[src/hw/clock_power_pkg.sv]
// Constants, types and register map of the keyed clock and power control unit
// Function
// - Post-key 0x55 written right after the PLL source write commits the new source.
// - Pre-key 0xaa written right before the PLL source write opens the sequence.
// - Two-bit PLL reference select: low power, precision, crystal; 11 reserved.
// - PLL source register resets to zero, selecting the low power oscillator.
// - Pre-key 0x01 written right before the power control write opens the sequence.
// - Post-key 0xf4 written right after the power control write commits it.
// - Core clock is the PLL clock divided by two to the divider field.
// - Bit 7 clear powers down the precision oscillator input; set enables it.
// - Bit 6 clear powers down crystal circuitry; set enables it.
// - PLL off powers down PLL-clocked timers; other timers keep running.
// - PLL stays powered while core or peripherals enabled; clear 3, 4, 5 together.
// - Bit 4 clear powers down SRAM, flash, GPIO, SPI and UART.
// - Peripherals stay powered while core enabled; clear bits 3 and 4 together.
// - With peripherals down, LIN wake-up still works; low power wake-up timer runs.
// - Bits 3, 4, 5 set at reset and set again by any wake-up event.
// - Bit 3 clear powers down the core; software adds one dummy cycle.
package clock_power_pkg;

  // ----------------------------------------------------------------------
  // Register map
  // ----------------------------------------------------------------------
  localparam logic [31:0] POWER_PREKEY_ADDR  = 32'hffff0404;
  localparam logic [31:0] POWER_CTRL_ADDR    = 32'hffff0408;
  localparam logic [31:0] POWER_POSTKEY_ADDR = 32'hffff040c;
  localparam logic [31:0] PLL_PREKEY_ADDR    = 32'hffff0410;
  localparam logic [31:0] PLL_SRC_ADDR       = 32'hffff0414;
  localparam logic [31:0] PLL_POSTKEY_ADDR   = 32'hffff0418;

  localparam logic [31:0] POWER_PREKEY  = 32'h00000001;
  localparam logic [31:0] POWER_POSTKEY = 32'h000000f4;
  localparam logic [31:0] PLL_PREKEY    = 32'h000000aa;
  localparam logic [31:0] PLL_POSTKEY   = 32'h00000055;

  // ----------------------------------------------------------------------
  // Fields and reset values
  // ----------------------------------------------------------------------
  localparam logic [7:0] POWER_RESET = 8'h79;
  localparam logic [1:0] PLL_RESET   = 2'h0;
  localparam int         BIT_CORE    = 3;
  localparam int         BIT_PERIPH  = 4;
  localparam int         BIT_PLL     = 5;
  localparam int         BIT_CRYSTAL_CIRCUITRY    = 6;
  localparam int         BIT_PREC    = 7;
  localparam logic [7:0] WAKE_MASK   = 8'h38;
  localparam logic [1:0] SRC_LOW_POWER = 2'h0;
  localparam logic [1:0] SRC_PRECISION = 2'h1;
  localparam logic [1:0] SRC_CRYSTAL   = 2'h2;
  localparam logic [1:0] SRC_RESERVED  = 2'h3;
  localparam logic [3:0] FULL_WORD     = 4'hf;
  localparam logic [31:0] READ_ZERO    = 32'h00000000;

  // ----------------------------------------------------------------------
  // Types
  // ----------------------------------------------------------------------
  typedef struct packed {
    logic        read;
    logic        write;
    logic [31:0] address;
    logic [3:0]  byteenable;
    logic [31:0] writedata;
  } av_req_t;

  typedef struct packed {
    logic        waitrequest;
    logic [31:0] readdata;
  } av_rsp_t;

  typedef struct packed {
    logic [1:0] pll_ref_sel;
    logic [2:0] core_clock_divider;
    logic       core_run;
    logic       periph_run;
    logic       pll_run;
    logic       pll_timer_run;
    logic       crystal_circuitry_run;
    logic       precision_input_run;
    logic       lin_wake_armed;
    logic       wakeup_timer_run;
  } power_out_t;

  typedef enum logic [2:0] {
    KEY_IDLE,
    KEY_PLL_OPEN,
    KEY_PLL_HELD,
    KEY_POW_OPEN,
    KEY_POW_HELD
  } key_state_t;

  // Divider terminal count for a core clock of base rate over 2**cd
  function automatic logic [6:0] div_limit(input logic [2:0] cd);
    div_limit = 7'(({7'h00, 1'b1} << cd) - 8'h01);
  endfunction : div_limit

endpackage : clock_power_pkg

[src/hw/keyed_clock_power_control.sv]
// Keyed clock source and power control unit with an Avalon-MM slave
//
// The Avalon-MM interface to the registers was chosen for this implementation.
`timescale 1ns/100ps
module keyed_clock_power_control (
  input  wire logic                    clk,
  input  wire logic                    rst_n,
  input  wire clock_power_pkg::av_req_t av_req,
  output      clock_power_pkg::av_rsp_t av_rsp,
  input  wire logic                    wake_event,
  input  wire logic                    wakeup_timer_on_lp_osc,
  output      clock_power_pkg::power_out_t power_out,
  output      logic                    core_clock_tick
);

  // ----------------------------------------------------------------------
  // Reset release
  // ----------------------------------------------------------------------
  logic rst_meta_q;
  logic rst_sync_n;

  always_ff @(posedge clk or negedge rst_n) begin
    if (!rst_n) begin
      rst_meta_q <= 1'b0;
      rst_sync_n <= 1'b0;
    end else begin
      rst_meta_q <= 1'b1;
      rst_sync_n <= rst_meta_q;
    end
  end

  // ----------------------------------------------------------------------
  // Wake-up pin synchroniser
  // ----------------------------------------------------------------------
  logic wake_meta_q;
  logic wake_q;

  always_ff @(posedge clk or negedge rst_sync_n) begin
    if (!rst_sync_n) begin
      wake_meta_q <= 1'b0;
      wake_q      <= 1'b0;
    end else begin
      wake_meta_q <= wake_event;
      wake_q      <= wake_meta_q;
    end
  end

  // ----------------------------------------------------------------------
  // Bus slave
  // ----------------------------------------------------------------------
  // One wait cycle per access; the access takes effect on the edge where
  // waitrequest is seen low, and read data stand at that same edge.
  logic        wait_q;
  logic        wait_d;
  logic [31:0] rdata_q;
  logic [31:0] rdata_d;
  logic        wr_acc;
  logic [1:0]  src_q;
  logic [1:0]  src_d;
  logic [7:0]  power_q;
  logic [7:0]  power_d;

  assign wr_acc = av_req.write && !wait_q;

  always_comb begin
    wait_d  = 1'b1;
    rdata_d = rdata_q;
    if ((av_req.read || av_req.write) && wait_q) begin
      wait_d = 1'b0;
    end
    if (av_req.read && wait_q) begin
      // Key locations are write only and read back as zero
      case (av_req.address)
        clock_power_pkg::PLL_SRC_ADDR:    rdata_d = {30'h00000000, src_q};
        clock_power_pkg::POWER_CTRL_ADDR: rdata_d = {24'h000000, power_q};
        default:                          rdata_d = clock_power_pkg::READ_ZERO;
      endcase
    end
  end

  always_ff @(posedge clk or negedge rst_sync_n) begin
    if (!rst_sync_n) begin
      wait_q  <= 1'b1;
      rdata_q <= 32'h00000000;
    end else begin
      wait_q  <= wait_d;
      rdata_q <= rdata_d;
    end
  end

  assign av_rsp.waitrequest = wait_q;
  assign av_rsp.readdata    = rdata_q;

  // ----------------------------------------------------------------------
  // Key sequencer and protected registers
  // ----------------------------------------------------------------------
  // Any accepted write that breaks the key order drops the sequence. Reads
  // do not disturb it, so a debugger may look at the registers in between.
  clock_power_pkg::key_state_t state_q;
  clock_power_pkg::key_state_t state_d;
  logic [7:0] held_q;
  logic [7:0] held_d;
  logic [7:0] want;
  logic       full_word;
  logic       lane0;

  assign full_word = (av_req.byteenable == clock_power_pkg::FULL_WORD);
  assign lane0     = av_req.byteenable[0];

  always_comb begin
    state_d = state_q;
    held_d  = held_q;
    src_d   = src_q;
    power_d = power_q;
    want    = held_q;
    if (wr_acc) begin
      state_d = clock_power_pkg::KEY_IDLE;
      case (state_q)
        clock_power_pkg::KEY_PLL_OPEN: begin
          if (av_req.address == clock_power_pkg::PLL_SRC_ADDR && lane0) begin
            state_d = clock_power_pkg::KEY_PLL_HELD;
            held_d  = av_req.writedata[7:0];
          end
        end
        clock_power_pkg::KEY_PLL_HELD: begin
          if (av_req.address == clock_power_pkg::PLL_POSTKEY_ADDR && full_word &&
              av_req.writedata == clock_power_pkg::PLL_POSTKEY) begin
            // Reserved code leaves the current reference in place
            if (held_q[1:0] != clock_power_pkg::SRC_RESERVED) begin
              src_d = held_q[1:0];
            end
          end
        end
        clock_power_pkg::KEY_POW_OPEN: begin
          if (av_req.address == clock_power_pkg::POWER_CTRL_ADDR && lane0) begin
            state_d = clock_power_pkg::KEY_POW_HELD;
            held_d  = av_req.writedata[7:0];
          end
        end
        clock_power_pkg::KEY_POW_HELD: begin
          if (av_req.address == clock_power_pkg::POWER_POSTKEY_ADDR && full_word &&
              av_req.writedata == clock_power_pkg::POWER_POSTKEY) begin
            want = held_q;
            if (want[clock_power_pkg::BIT_CORE]) begin
              want[clock_power_pkg::BIT_PERIPH] = 1'b1;
            end
            if (want[clock_power_pkg::BIT_CORE] || want[clock_power_pkg::BIT_PERIPH]) begin
              want[clock_power_pkg::BIT_PLL] = 1'b1;
            end
            power_d = want;
          end
        end
        default: begin
        end
      endcase
      // A fresh prewrite key always restarts a sequence
      if (full_word && av_req.address == clock_power_pkg::PLL_PREKEY_ADDR &&
          av_req.writedata == clock_power_pkg::PLL_PREKEY) begin
        state_d = clock_power_pkg::KEY_PLL_OPEN;
      end
      if (full_word && av_req.address == clock_power_pkg::POWER_PREKEY_ADDR &&
          av_req.writedata == clock_power_pkg::POWER_PREKEY) begin
        state_d = clock_power_pkg::KEY_POW_OPEN;
      end
    end
    // Wake-up wins over a commit in the same cycle
    if (wake_q) begin
      power_d = power_d | clock_power_pkg::WAKE_MASK;
    end
  end

  always_ff @(posedge clk or negedge rst_sync_n) begin
    if (!rst_sync_n) begin
      state_q <= clock_power_pkg::KEY_IDLE;
      held_q  <= 8'h00;
      src_q   <= clock_power_pkg::PLL_RESET;
      power_q <= clock_power_pkg::POWER_RESET;
    end else begin
      state_q <= state_d;
      held_q  <= held_d;
      src_q   <= src_d;
      power_q <= power_d;
    end
  end

  // ----------------------------------------------------------------------
  // Core clock divider
  // ----------------------------------------------------------------------
  // clk stands for the PLL output; the core clock is an enable pulse.
  logic [6:0] div_cnt_q;
  logic [6:0] div_cnt_d;
  logic       tick_q;
  logic       tick_d;
  logic [6:0] limit;

  assign limit = clock_power_pkg::div_limit(power_q[2:0]);

  always_comb begin
    div_cnt_d = div_cnt_q + 7'h01;
    tick_d    = 1'b0;
    if (!power_q[clock_power_pkg::BIT_CORE]) begin
      div_cnt_d = 7'h00;
    end else if (div_cnt_q >= limit) begin
      div_cnt_d = 7'h00;
      tick_d    = 1'b1;
    end
  end

  always_ff @(posedge clk or negedge rst_sync_n) begin
    if (!rst_sync_n) begin
      div_cnt_q <= 7'h00;
      tick_q    <= 1'b0;
    end else begin
      div_cnt_q <= div_cnt_d;
      tick_q    <= tick_d;
    end
  end

  assign core_clock_tick = tick_q;

  // ----------------------------------------------------------------------
  // Power and clock outputs
  // ----------------------------------------------------------------------
  // Outputs follow the registers one cycle late so that all leave a flop.
  clock_power_pkg::power_out_t out_q;
  clock_power_pkg::power_out_t out_d;

  always_comb begin
    out_d.pll_ref_sel           = src_q;
    out_d.core_clock_divider    = power_q[2:0];
    out_d.core_run              = power_q[clock_power_pkg::BIT_CORE];
    out_d.periph_run            = power_q[clock_power_pkg::BIT_PERIPH];
    out_d.pll_run               = power_q[clock_power_pkg::BIT_PLL];
    out_d.pll_timer_run         = power_q[clock_power_pkg::BIT_PLL];
    out_d.crystal_circuitry_run = power_q[clock_power_pkg::BIT_CRYSTAL_CIRCUITRY];
    out_d.precision_input_run   = power_q[clock_power_pkg::BIT_PREC];
    out_d.lin_wake_armed        = !power_q[clock_power_pkg::BIT_PERIPH];
    out_d.wakeup_timer_run      = power_q[clock_power_pkg::BIT_PERIPH] ||
                                  wakeup_timer_on_lp_osc;
  end

  always_ff @(posedge clk or negedge rst_sync_n) begin
    if (!rst_sync_n) begin
      out_q <= '{pll_ref_sel: clock_power_pkg::SRC_LOW_POWER, core_clock_divider: 3'h1,
                 core_run: 1'b1, periph_run: 1'b1, pll_run: 1'b1, pll_timer_run: 1'b1,
                 crystal_circuitry_run: 1'b1, precision_input_run: 1'b0,
                 lin_wake_armed: 1'b0, wakeup_timer_run: 1'b1};
    end else begin
      out_q <= out_d;
    end
  end

  assign power_out = out_q;

  // ----------------------------------------------------------------------
  // Checks
  // ----------------------------------------------------------------------
  chk_reset_values: assert property (@(posedge clk)
    $rose(rst_sync_n) |-> (src_q == clock_power_pkg::PLL_RESET &&
                           power_q == clock_power_pkg::POWER_RESET))
    else $error("reset values wrong");

  chk_pll_commit_key: assert property (@(posedge clk) disable iff (!rst_sync_n)
    $changed(src_q) |-> $past(state_q == clock_power_pkg::KEY_PLL_HELD && wr_acc &&
                              av_req.address == clock_power_pkg::PLL_POSTKEY_ADDR))
    else $error("PLL source changed without postwrite key");

  chk_pll_open_order: assert property (@(posedge clk) disable iff (!rst_sync_n)
    (state_q == clock_power_pkg::KEY_PLL_HELD && $changed(state_q)) |->
      $past(state_q) == clock_power_pkg::KEY_PLL_OPEN)
    else $error("PLL source held without prewrite key");

  chk_src_reserved: assert property (@(posedge clk) disable iff (!rst_sync_n)
    src_q != clock_power_pkg::SRC_RESERVED)
    else $error("reserved PLL source selected");

  chk_power_interlock: assert property (@(posedge clk) disable iff (!rst_sync_n)
    (power_q[clock_power_pkg::BIT_CORE] |-> power_q[clock_power_pkg::BIT_PERIPH]) and
    (power_q[clock_power_pkg::BIT_PERIPH] |-> power_q[clock_power_pkg::BIT_PLL]))
    else $error("power interlock broken");

  chk_power_commit: assert property (@(posedge clk) disable iff (!rst_sync_n)
    ($changed(power_q) && !$past(wake_q)) |->
      $past(state_q == clock_power_pkg::KEY_POW_HELD && wr_acc &&
            av_req.address == clock_power_pkg::POWER_POSTKEY_ADDR))
    else $error("power control changed without keys");

  chk_wake_sets: assert property (@(posedge clk) disable iff (!rst_sync_n)
    wake_q |=> ((power_q & clock_power_pkg::WAKE_MASK) == clock_power_pkg::WAKE_MASK))
    else $error("wake-up did not set enables");

  chk_div_period: assert property (@(posedge clk) disable iff (!rst_sync_n)
    ((power_q[2:0] == 3'h2 && power_q[clock_power_pkg::BIT_CORE]) [*6] ##0 tick_q) |->
      ($past(tick_q, 4) && !$past(tick_q, 1) && !$past(tick_q, 2)))
    else $error("core tick period wrong");

  chk_core_off_tick: assert property (@(posedge clk) disable iff (!rst_sync_n)
    !power_q[clock_power_pkg::BIT_CORE] |=> !tick_q)
    else $error("core tick while core off");

  chk_bus_answer: assert property (@(posedge clk) disable iff (!rst_sync_n)
    ((av_req.read || av_req.write) && wait_q) |=> !wait_q ##1 wait_q)
    else $error("bus answer timing wrong");

  chk_pow_open_order: assert property (@(posedge clk) disable iff (!rst_sync_n)
    (state_q == clock_power_pkg::KEY_POW_HELD && $changed(state_q)) |->
      $past(state_q) == clock_power_pkg::KEY_POW_OPEN)
    else $error("power control held without prewrite key");

  chk_ref_follow: assert property (@(posedge clk) disable iff (!rst_sync_n)
    power_out.pll_ref_sel == $past(src_q))
    else $error("PLL reference output wrong");

  chk_div_field_out: assert property (@(posedge clk) disable iff (!rst_sync_n)
    power_out.core_clock_divider == $past(power_q[2:0]))
    else $error("divider output wrong");

  chk_prec_input: assert property (@(posedge clk) disable iff (!rst_sync_n)
    power_out.precision_input_run == $past(power_q[clock_power_pkg::BIT_PREC]))
    else $error("precision input enable wrong");

  chk_crystal_circuitry_follow: assert property (@(posedge clk) disable iff (!rst_sync_n)
    power_out.crystal_circuitry_run == $past(power_q[clock_power_pkg::BIT_CRYSTAL_CIRCUITRY]))
    else $error("crystal enable wrong");

  chk_pll_timer: assert property (@(posedge clk) disable iff (!rst_sync_n)
    power_out.pll_timer_run == $past(power_q[clock_power_pkg::BIT_PLL]) &&
    power_out.pll_run == $past(power_q[clock_power_pkg::BIT_PLL]))
    else $error("PLL or PLL timer enable wrong");

  chk_periph_out: assert property (@(posedge clk) disable iff (!rst_sync_n)
    power_out.periph_run == $past(power_q[clock_power_pkg::BIT_PERIPH]))
    else $error("peripheral enable wrong");

  chk_lin_wake: assert property (@(posedge clk) disable iff (!rst_sync_n)
    power_out.lin_wake_armed == !$past(power_q[clock_power_pkg::BIT_PERIPH]))
    else $error("LIN wake-up arming wrong");

  chk_timer_keep: assert property (@(posedge clk) disable iff (!rst_sync_n)
    power_out.wakeup_timer_run == ($past(power_q[clock_power_pkg::BIT_PERIPH]) ||
                                   $past(wakeup_timer_on_lp_osc)))
    else $error("wake-up timer enable wrong");

  chk_core_out: assert property (@(posedge clk) disable iff (!rst_sync_n)
    power_out.core_run == $past(power_q[clock_power_pkg::BIT_CORE]))
    else $error("core enable output wrong");

  chk_read_source: assert property (@(posedge clk) disable iff (!rst_sync_n)
    (av_req.read && wait_q && av_req.address == clock_power_pkg::PLL_SRC_ADDR) |=>
      av_rsp.readdata == {30'h00000000, $past(src_q)})
    else $error("PLL source read back wrong");

endmodule : keyed_clock_power_control

[config.mk]
export PLATFORM = sky130hd
export DESIGN_NAME = keyed_clock_power_control
export DESIGN_NICKNAME = d
export VERILOG_FILES = /design/src/hw/clock_power_pkg.sv /design/src/hw/keyed_clock_power_control.sv
export SDC_FILE = /design/constraint.sdc
export NUM_CORES = 1
export LEC_CHECK = 0
export BUFFER_PORTS_ARGS = -buffer_cell sky130_fd_sc_hd__buf_2
export CAP_MARGIN = 30
export CORE_MARGIN = 2
export CORE_UTILIZATION = 35
export CTS_BUF_LIST = sky130_fd_sc_hd__clkbuf_4
export CTS_CLUSTER_DIAMETER = 40
export DETAILED_ROUTE_END_ITERATION = 6
export PLACE_DENSITY = 0.67
export SYNTH_ARGS = -nofsm -noshare
export SYNTH_HDL_FRONTEND = slang
export SYNTH_SLANG_ARGS = --single-unit
[constraint.sdc]
create_clock -name clk -period 4 [get_ports clk]
set_clock_uncertainty 0.2 [all_clocks]
set_input_delay 0.6 -clock clk [delete_from_list [all_inputs] [get_ports clk]]
set_output_delay 0.6 -clock clk [all_outputs]
set_load 0.02 [all_outputs]
==> flow_summary.json, run 1 <==
{
  "drt-vias-per-instance": 4.83,
  "hold_class": "flip-flop to async pin",
  "initial_core_util_pct": 35.9,
  "grt_antenna_before_repair": 0,
  "synth_most_common_cell": "dfrtp_1",
  "fin_tns_setup_ns": 0,
  "dieWidth_um": 92.8,
  "postRouteAntennaNets": 0,
  "grt_start_max_net_pins": 42,
  "drt_first_pass_iters": 4,
  "ys_ff_latch": 54,
  "cts_resized": 0,
  "reg2regPathDepth": 11,
  "critPathSlowestCell": "dfrtp_1",
  "total_of_buffers_placed_on_input_and_output_ports": 96,
  "top_level_ports": 121,
  "worst_pin_slew_ns": 0.733,
  "rows": 32,
  "postCtsSetupRepairBufs": 0,
  "worst_slew_margin_rel_pct": 51.0,
  "multi_input_area_um2": 1250,
  "drt_first_iter_violations": 60,
  "fp.coreArea_um2": 7690,
  "status": "finished clean",
  "cts_inserted_buffers": 5,
  "max_cap_viol_count": 0,
  "synth_largest_type_area_fraction_pct": 38.1,
  "reg2reg_from": "power_q[1]",
  "design.final.nets": 428,
  "cp-endpoint": "div_cnt_q[2]",
  "number_of_enable_flip_flop_cells_after_synthesis": 0,
  "tritoncts_clock_tree": "built",
  "drt-total-wl_um": 6110,
  "sequential_cell_area_fraction_in_the_yosys_report_pct": 49.5,
  "yosys.area.top_type": "dfrtp_1",
  "cts_hold_buf": 2,
  "crit_cells": 11,
  "worstSetupStartpointType": "flip-flop",
  "postLayoutSetupSlackWorst_ns": 0.731,
  "cts_num_sinks": 54,
  "finalWeightedCongestion": 0.809,
  "grt_first_pass_wirelength_um": 10100,
  "detailedPlace.worstSlack_ns": 0.790,
  "timing_max_transition_violations_final": 0,
  "max-clock-path-buffers": 2,
  "slowest_delay_ns": 0.51,
  "setup.worst_path.start": "power_q[1]",
  "syn-mean-instance-area_um2": 11.3,
  "max-vdd-ir-drop_mv": 0.147,
  "proportion_of_register_bits_with_asynchronous_set_or_reset_after_synthesis_pct": 100,
  "die-area_um2": 8610,
  "power-per-cell-area_nw_per_um2": 285,
  "n_fill_cell": 766,
  "area.growth.synth_to_final_pct": 22.2,
  "achievable-frequency_ghz": 0.306,
  "critical_path_arrival_ns": 3.37,
  "worstPathBufferInverterCount": 0,
  "netlist_area_um2": 2760,
  "clock_transition_time_at_the_flip_flop_clock_pins_of_the_worst_setup_and_hold_paths_ns": 0.17,
  "cts-htree-levels": 2,
  "top_delay_family_on_crit_path": "compound AO/OA/AOI/OAI gates",
  "via_count": 2162,
  "period_share_pct": 81.7,
  "total_leakage_power_nw": 1.69,
  "cp_cell_sequence": "or3_1 -> ha_1 -> nor3_1 -> a21oi_1 -> o21a_1 -> ha_1 -> a21o_1 -> a21o_1 -> a211oi_1 -> o21ai_1 -> nor2_1",
  "finalSetupViolCount": 0,
  "critical_path.reg2reg.endpoint": "div_cnt_q[2]",
  "netlist_top_cells_count": "42 x dfrtp_1, 26 x buf_4, 17 x nor2_1",
  "power.total_mw": 0.960,
  "unrepaired_setup_endpoints_after_global_routing": "no",
  "top_flip_flop_cell_by_instance_count_after_synthesis": "dfrtp_1",
  "global_route.overflow_total": 0,
  "detail_route.drc_violations": 0,
  "setup.worst_path.end_class": "flip-flop",
  "worstSetupPathType": "flip-flop to flip-flop",
  "ys_types": 54,
  "route.detailed.wl_per_inst_um": 13.6,
  "synthCells": 245,
  "required_ns": 4.11,
  "final_layout_size_suffix_gt1_share_pct": 40.2,
  "critPathMaxFanout": 10,
  "min_period_ns": 3.27,
  "grt.total_usage_pct": 14.8,
  "final_count_of_hold_timing_violations": 0,
  "die_height_um": 92.8,
  "cts_root_buf": "clkbuf_4",
  "sequential_cell_area_um2": 1370,
  "synth_warnings": 0,
  "dp.cells": 438,
  "rrSetupSlack_ns": 0.73,
  "instances_no_fill": 448,
  "first_global_vias": 2156,
  "worst_skew_pair.late_latency_ns": 0.38,
  "synth.top_cells.by_area": "dfrtp_1 38%, dfstp_2 11%, buf_4 7.1%, mux2_2 5.7%, ha_1 4.1%",
  "insertedDiodeCount": 0,
  "hold_ws_ns": 0.0848,
  "dp.final_hpwl_um": 4940
}
-- kinds of logic after synthesis --
| kind of cell | synth area share (%) |
|---|---|
| compound gates | 7.25 |
| xor+xnor | 1.90 |
| fa+ha+maj | 4.08 |
| buf+inv | 8.34 |
| flops | 49.5 |
| mux | 7.21 |
| other cells | 0.272 |
| simple gates | 21.4 |
-- state kept, by name (all words and copies together) (netlist names) --
name,flops
power_out,12
held_q,8
power_q,8
rdata_q,8
div_cnt_q,7
state_q,3
src_q,2
core_clock_tick,1
rst_meta_q,1
rst_sync_n,1
wait_q,1
wake_meta_q,1
wake_q,1
-- placed cells by master, fill, tap and decap left out, drive strengths merged, types with 4 or more instances in the layout --
cell	instances
nand2	14
dfstp	12
nor3	5
nor3b	5
and3	4
nand3	4
xnor2	4
ha	9
mux2	15
dfrtp	42
nand4	9
conb	25
o21ai	7
nor2	17
a22o	6
buf	97
inv	7
clkbuf	5
nor4	12
-- where the power goes --
part	internal [mW]	total, mW	switching [mW]	leakage (nW)
clock network	0.135	0.312	0.177	0.0458
logic	0.0362	0.0930	0.0568	0.948
registers	0.551	0.555	0.00424	0.697
-- worst min-delay path by stage --
stage / from / endpoint / slack (ns) / cells after the start
2_1_floorplan: rst_n / rst_meta_q / 0.10 / 0
3_3_place_gp: wake_meta_q / wake_q / 0.14 / 0
3_5_place_dp: rst_sync_n / held_q[6] / -0.05 / 0
4_1_cts: wake_event / wake_meta_q / 0.08 / 1
5_1_grt: wake_event / wake_meta_q / 0.07 / 1
6_report: rst_sync_n / power_q[6] / 0.08 / 0
-- metal layers --
| metal | wire length [um] | global-route usage (%) |
|---|---|---|
| met5 | 0 | 0 |
| met4 | 56 | 3.68 |
| met3 | 468 | 3.66 |
| met2 | 3020 | 25.6 |
| met1 | 2560 | 18.4 |
-- worst register-to-register path, delay by kind of cell (launching register included) --
kind,cells,cell delay (ns)
DFF,1,0.51
and+or+nand+nor,3,0.80
AOI/OAI and AO/OA,6,1.13
adders and majority gates,2,0.56
-- through the flow --
step	utilization, %	area [um^2]
floorplan	-	2850
global route	43.9	3370
detailed placement	42.5	3270
finish	43.9	3370
CTS	43.9	3370
global placement	42.3	3250
-- final cells by class --
class	instances	share of cell area [%]
Inverter	6	0.668
Timing Repair Buffer	99	15.4
Clock inverter	3	1.41
Sequential cell	54	40.5
Multi-Input combinational cell	179	37.1
Clock buffer	5	1.11
Tap cell	102	3.78
Note: power is estimated with default switching activity, not from simulation.
==> run 2: changes to the inputs <==
ABC_AREA = 1   (was not set)
clock period = 3 ns   (was 4 ns; I/O delays follow)
==> run 2 against run 1 <==
  * Fmax increased by 22%
  * Cell count increased by 41%
  * Utilization decreased by 0.98 points
  * Global-route usage decreased by 0.24 points
  * Critical endpoint is now div_cnt_q[5]
  * Largest power group unchanged
==> flow_summary.json, run 2 <==
{
  "grt.total_usage_pct": 14.5,
  "netlist_area_um2": 3220,
  "syn-mean-instance-area_um2": 7.74,
  "postRouteAntennaNets": 0,
  "reg2regPathDepth": 12,
  "synth_warnings": 0,
  "finalWeightedCongestion": 0.825,
  "globalRouteMet2Util_pct": 26.5,
  "detailedPlace.worstSlack_ns": 0.350,
  "synth.mux.area_fraction_pct": 0,
  "design.final.nets": 604,
  "achievable-frequency_ghz": 0.374,
  "proportion_of_register_bits_with_asynchronous_set_or_reset_after_synthesis_pct": 100,
  "fin_tns_setup_ns": 0,
  "worst_slew_margin_rel_pct": 65.3,
  "final_layout_size_suffix_gt1_share_pct": 31.0,
  "total_leakage_power_nw": 1.97,
  "final_core_utilization_pct": 42.9,
  "n_fill_cell": 904,
  "power.total_mw": 1.37,
  "dieWidth_um": 99.9,
  "synthCells": 416,
  "die-area_um2": 9990,
  "dp.final_hpwl_um": 5900,
  "top_flip_flop_cell_by_instance_count_after_synthesis": "dfrtp_1",
  "worstSetupPathType": "flip-flop to flip-flop",
  "total_of_buffers_placed_on_input_and_output_ports": 96,
  "global_route.overflow_total": 0,
  "rows": 35,
  "cts_inserted_buffers": 5,
  "grt_antenna_before_repair": 0,
  "cp_cell_sequence": "nor2_1 -> nand2_1 -> ha_1 -> o21ai_0 -> a21oi_1 -> xor2_1 -> ha_1 -> a21oi_1 -> nand2_1 -> nor2_1 -> nand2_1 -> nor2_1",
  "critical_path_arrival_ns": 2.76,
  "synth_compound_gate_area_share_pct": 4.39,
  "tritoncts_clock_tree": "built",
  "instances_no_fill": 633,
  "clock_transition_time_at_the_flip_flop_clock_pins_of_the_worst_setup_and_hold_paths_ns": 0.15,
  "number_of_enable_flip_flop_cells_after_synthesis": 0,
  "route.detailed.wl_per_inst_um": 11.1,
  "final_count_of_hold_timing_violations": 0,
  "drt_first_pass_iters": 4,
  "required_ns": 3.09,
  "drt-total-wl_um": 7050,
  "area.growth.synth_to_final_pct": 20.7,
  "unrepaired_setup_endpoints_after_global_routing": "no",
  "max_cap_viol_count": 0,
  "most-common-layout-cells": "116 x nand2_1, 96 x buf_2, 63 x nor2_1, 41 x dfrtp_1, 34 x inv_1",
  "largest_register_ffs": 12,
  "worst_pin_slew_ns": 0.521,
  "via_count": 2861,
  "setup.worst_path.start": "power_q[0]",
  "die_height_um": 99.9,
  "layout_commonest_cell": "nand2_1",
  "drt_first_iter_violations": 111,
  "initial_core_util_pct": 35.5,
  "synth_top_family_by_area": "simple AND/OR/NAND/NOR gates",
  "hold_ws_ns": 0.0496,
  "fp.coreArea_um2": 9060,
  "status": "finished clean",
  "critical_path.reg2reg.endpoint": "div_cnt_q[5]",
  "cts-htree-levels": 2,
  "grt_first_pass_wirelength_um": 11900,
  "globalRouteMet3Util_pct": 2.86,
  "period_share_pct": 89.0,
  "synth_largest_type_area_fraction_pct": 32.6,
  "netlist_top_cells_count": "116 x nand2_1, 63 x nor2_1, 42 x dfrtp_1",
  "max-clock-path-buffers": 2,
  "first_global_vias": 2736,
  "postLayoutSetupSlackWorst_ns": 0.329,
  "drt-vias-per-instance": 4.52,
  "top_level_ports": 121,
  "synth_simple_gate_area_share_pct": 36.3,
  "layout.cell_area.non_filler_um2": 3890,
  "synth_adder_area_share_pct": 3.50,
  "dp.cells": 622,
  "synth-xor-area-share_pct": 2.17,
  "setup.worst_path.end_class": "flip-flop",
  "worstSetupStartpointType": "flip-flop",
  "critPathMaxFanout": 7,
  "timing_max_transition_violations_final": 0,
  "cts_root_buf": "clkbuf_4",
  "power-per-cell-area_nw_per_um2": 353,
  "cts_num_sinks": 54,
  "rrSetupSlack_ns": 0.33,
  "ys_ff_latch": 54,
  "yosys.area.top_type": "dfrtp_1",
  "insertedDiodeCount": 0,
  "ys_types": 29,
  "min_period_ns": 2.67,
  "grt-busiest-layer": "met2",
  "hold_class": "flip-flop to async pin",
  "grt_start_max_net_pins": 28,
  "slowest_delay_ns": 0.62,
  "grt.met1_usage_pct": 18.2,
  "sequential_cell_area_fraction_in_the_yosys_report_pct": 42.4,
  "detail_route.drc_violations": 0,
  "synth_most_common_cell": "nand2_1",
  "critPathSlowestCell": "dfstp_2",
  "max-vdd-ir-drop_mv": 0.180,
  "total_cell_area_at_the_placement_stage_um2": 3760,
  "reg2reg_from": "power_q[0]",
  "synth.top_cells.by_area": "dfrtp_1 33%, nand2_1 14%, dfstp_2 9.8%, nor2_1 7.3%, buf_4 6.1%",
  "finalSetupViolCount": 0,
  "cts_resized": 0,
  "worst_skew_pair.late_latency_ns": 0.36
}
## run 2: cell count changes after synthesis, sizes merged, moves of 4 or more
cell | previous run | this run
inv | 6 | 39
nor4 | 12 | 0
a22o | 6 | 0
and3 | 4 | 0
xor2 | 2 | 6
nand3 | 4 | 32
o21ai | 7 | 19
nand2 | 14 | 127
nor2 | 17 | 78
mux2 | 15 | 0
nor3b | 5 | 0
## run 2: how the worst max path moves through the flow
stage	slack [ns]	endpoint	cells past startpoint
floorplan	0.66	div_cnt_q[0]	12
global placement	0.51	div_cnt_q[6]	12
detailed placement	0.35	div_cnt_q[3]	12
CTS	0.30	div_cnt_q[5]	12
global route	0.13	div_cnt_q[6]	12
finish	0.33	div_cnt_q[5]	12
## run 2: repair_timing
action | in CTS | in global routing
endpoints found under the setup margin | 0 | 0
hold endpoints to repair | 3 | 1
setup buffers | 0 | 0
hold buffers | 2 | 1
## run 2: metal layers
| metal | share of wire, % | wire length, um |
|---|---|---|
| met1 | 44 | 3090 |
| met2 | 50 | 3540 |
| met3 | 5.5 | 390 |
| met4 | 0.48 | 34 |
| met5 | 0 | 0 |
## run 2: area by class of cell
cell class | instances | area [um^2] | share of cell area [%]
inverters | 39 | 146 | 3.76
multi-input cells | 319 | 1590 | 40.9
clock buffers | 5 | 37.5 | 0.965
well taps | 111 | 139 | 3.57
clock inverters | 3 | 63.8 | 1.64
flip-flops and latches | 54 | 1370 | 35.2
repair buffers | 102 | 546 | 14.0
## run 2: where the power goes
group / total, mW / switching, mW / internal [mW]
clock network: 0.479 / 0.222 / 0.257
registers: 0.743 / 0.00814 / 0.735
logic: 0.150 / 0.0935 / 0.0567
## run 2: cell families (layout without fill, tap and decap cells)
family | after synthesis | in the layout
buf+inv | 66 | 149
simple gates | 253 | 253
compound gates | 24 | 24
flops | 54 | 54
other cells | 2 | 25
fa+ha+maj | 9 | 9
xor+xnor | 8 | 8
## run 2: critical path: cells and delay by family (launching register included)
| family | cells | cell delay, ns |
|---|---|---|
| flip-flops | 1 | 0.62 |
| AO/OA/AOI/OAI | 3 | 0.47 |
| adder cells (fa/ha/maj) | 2 | 0.46 |
| XOR/XNOR | 1 | 0.20 |
| AND/OR/NAND/NOR | 6 | 0.64 |
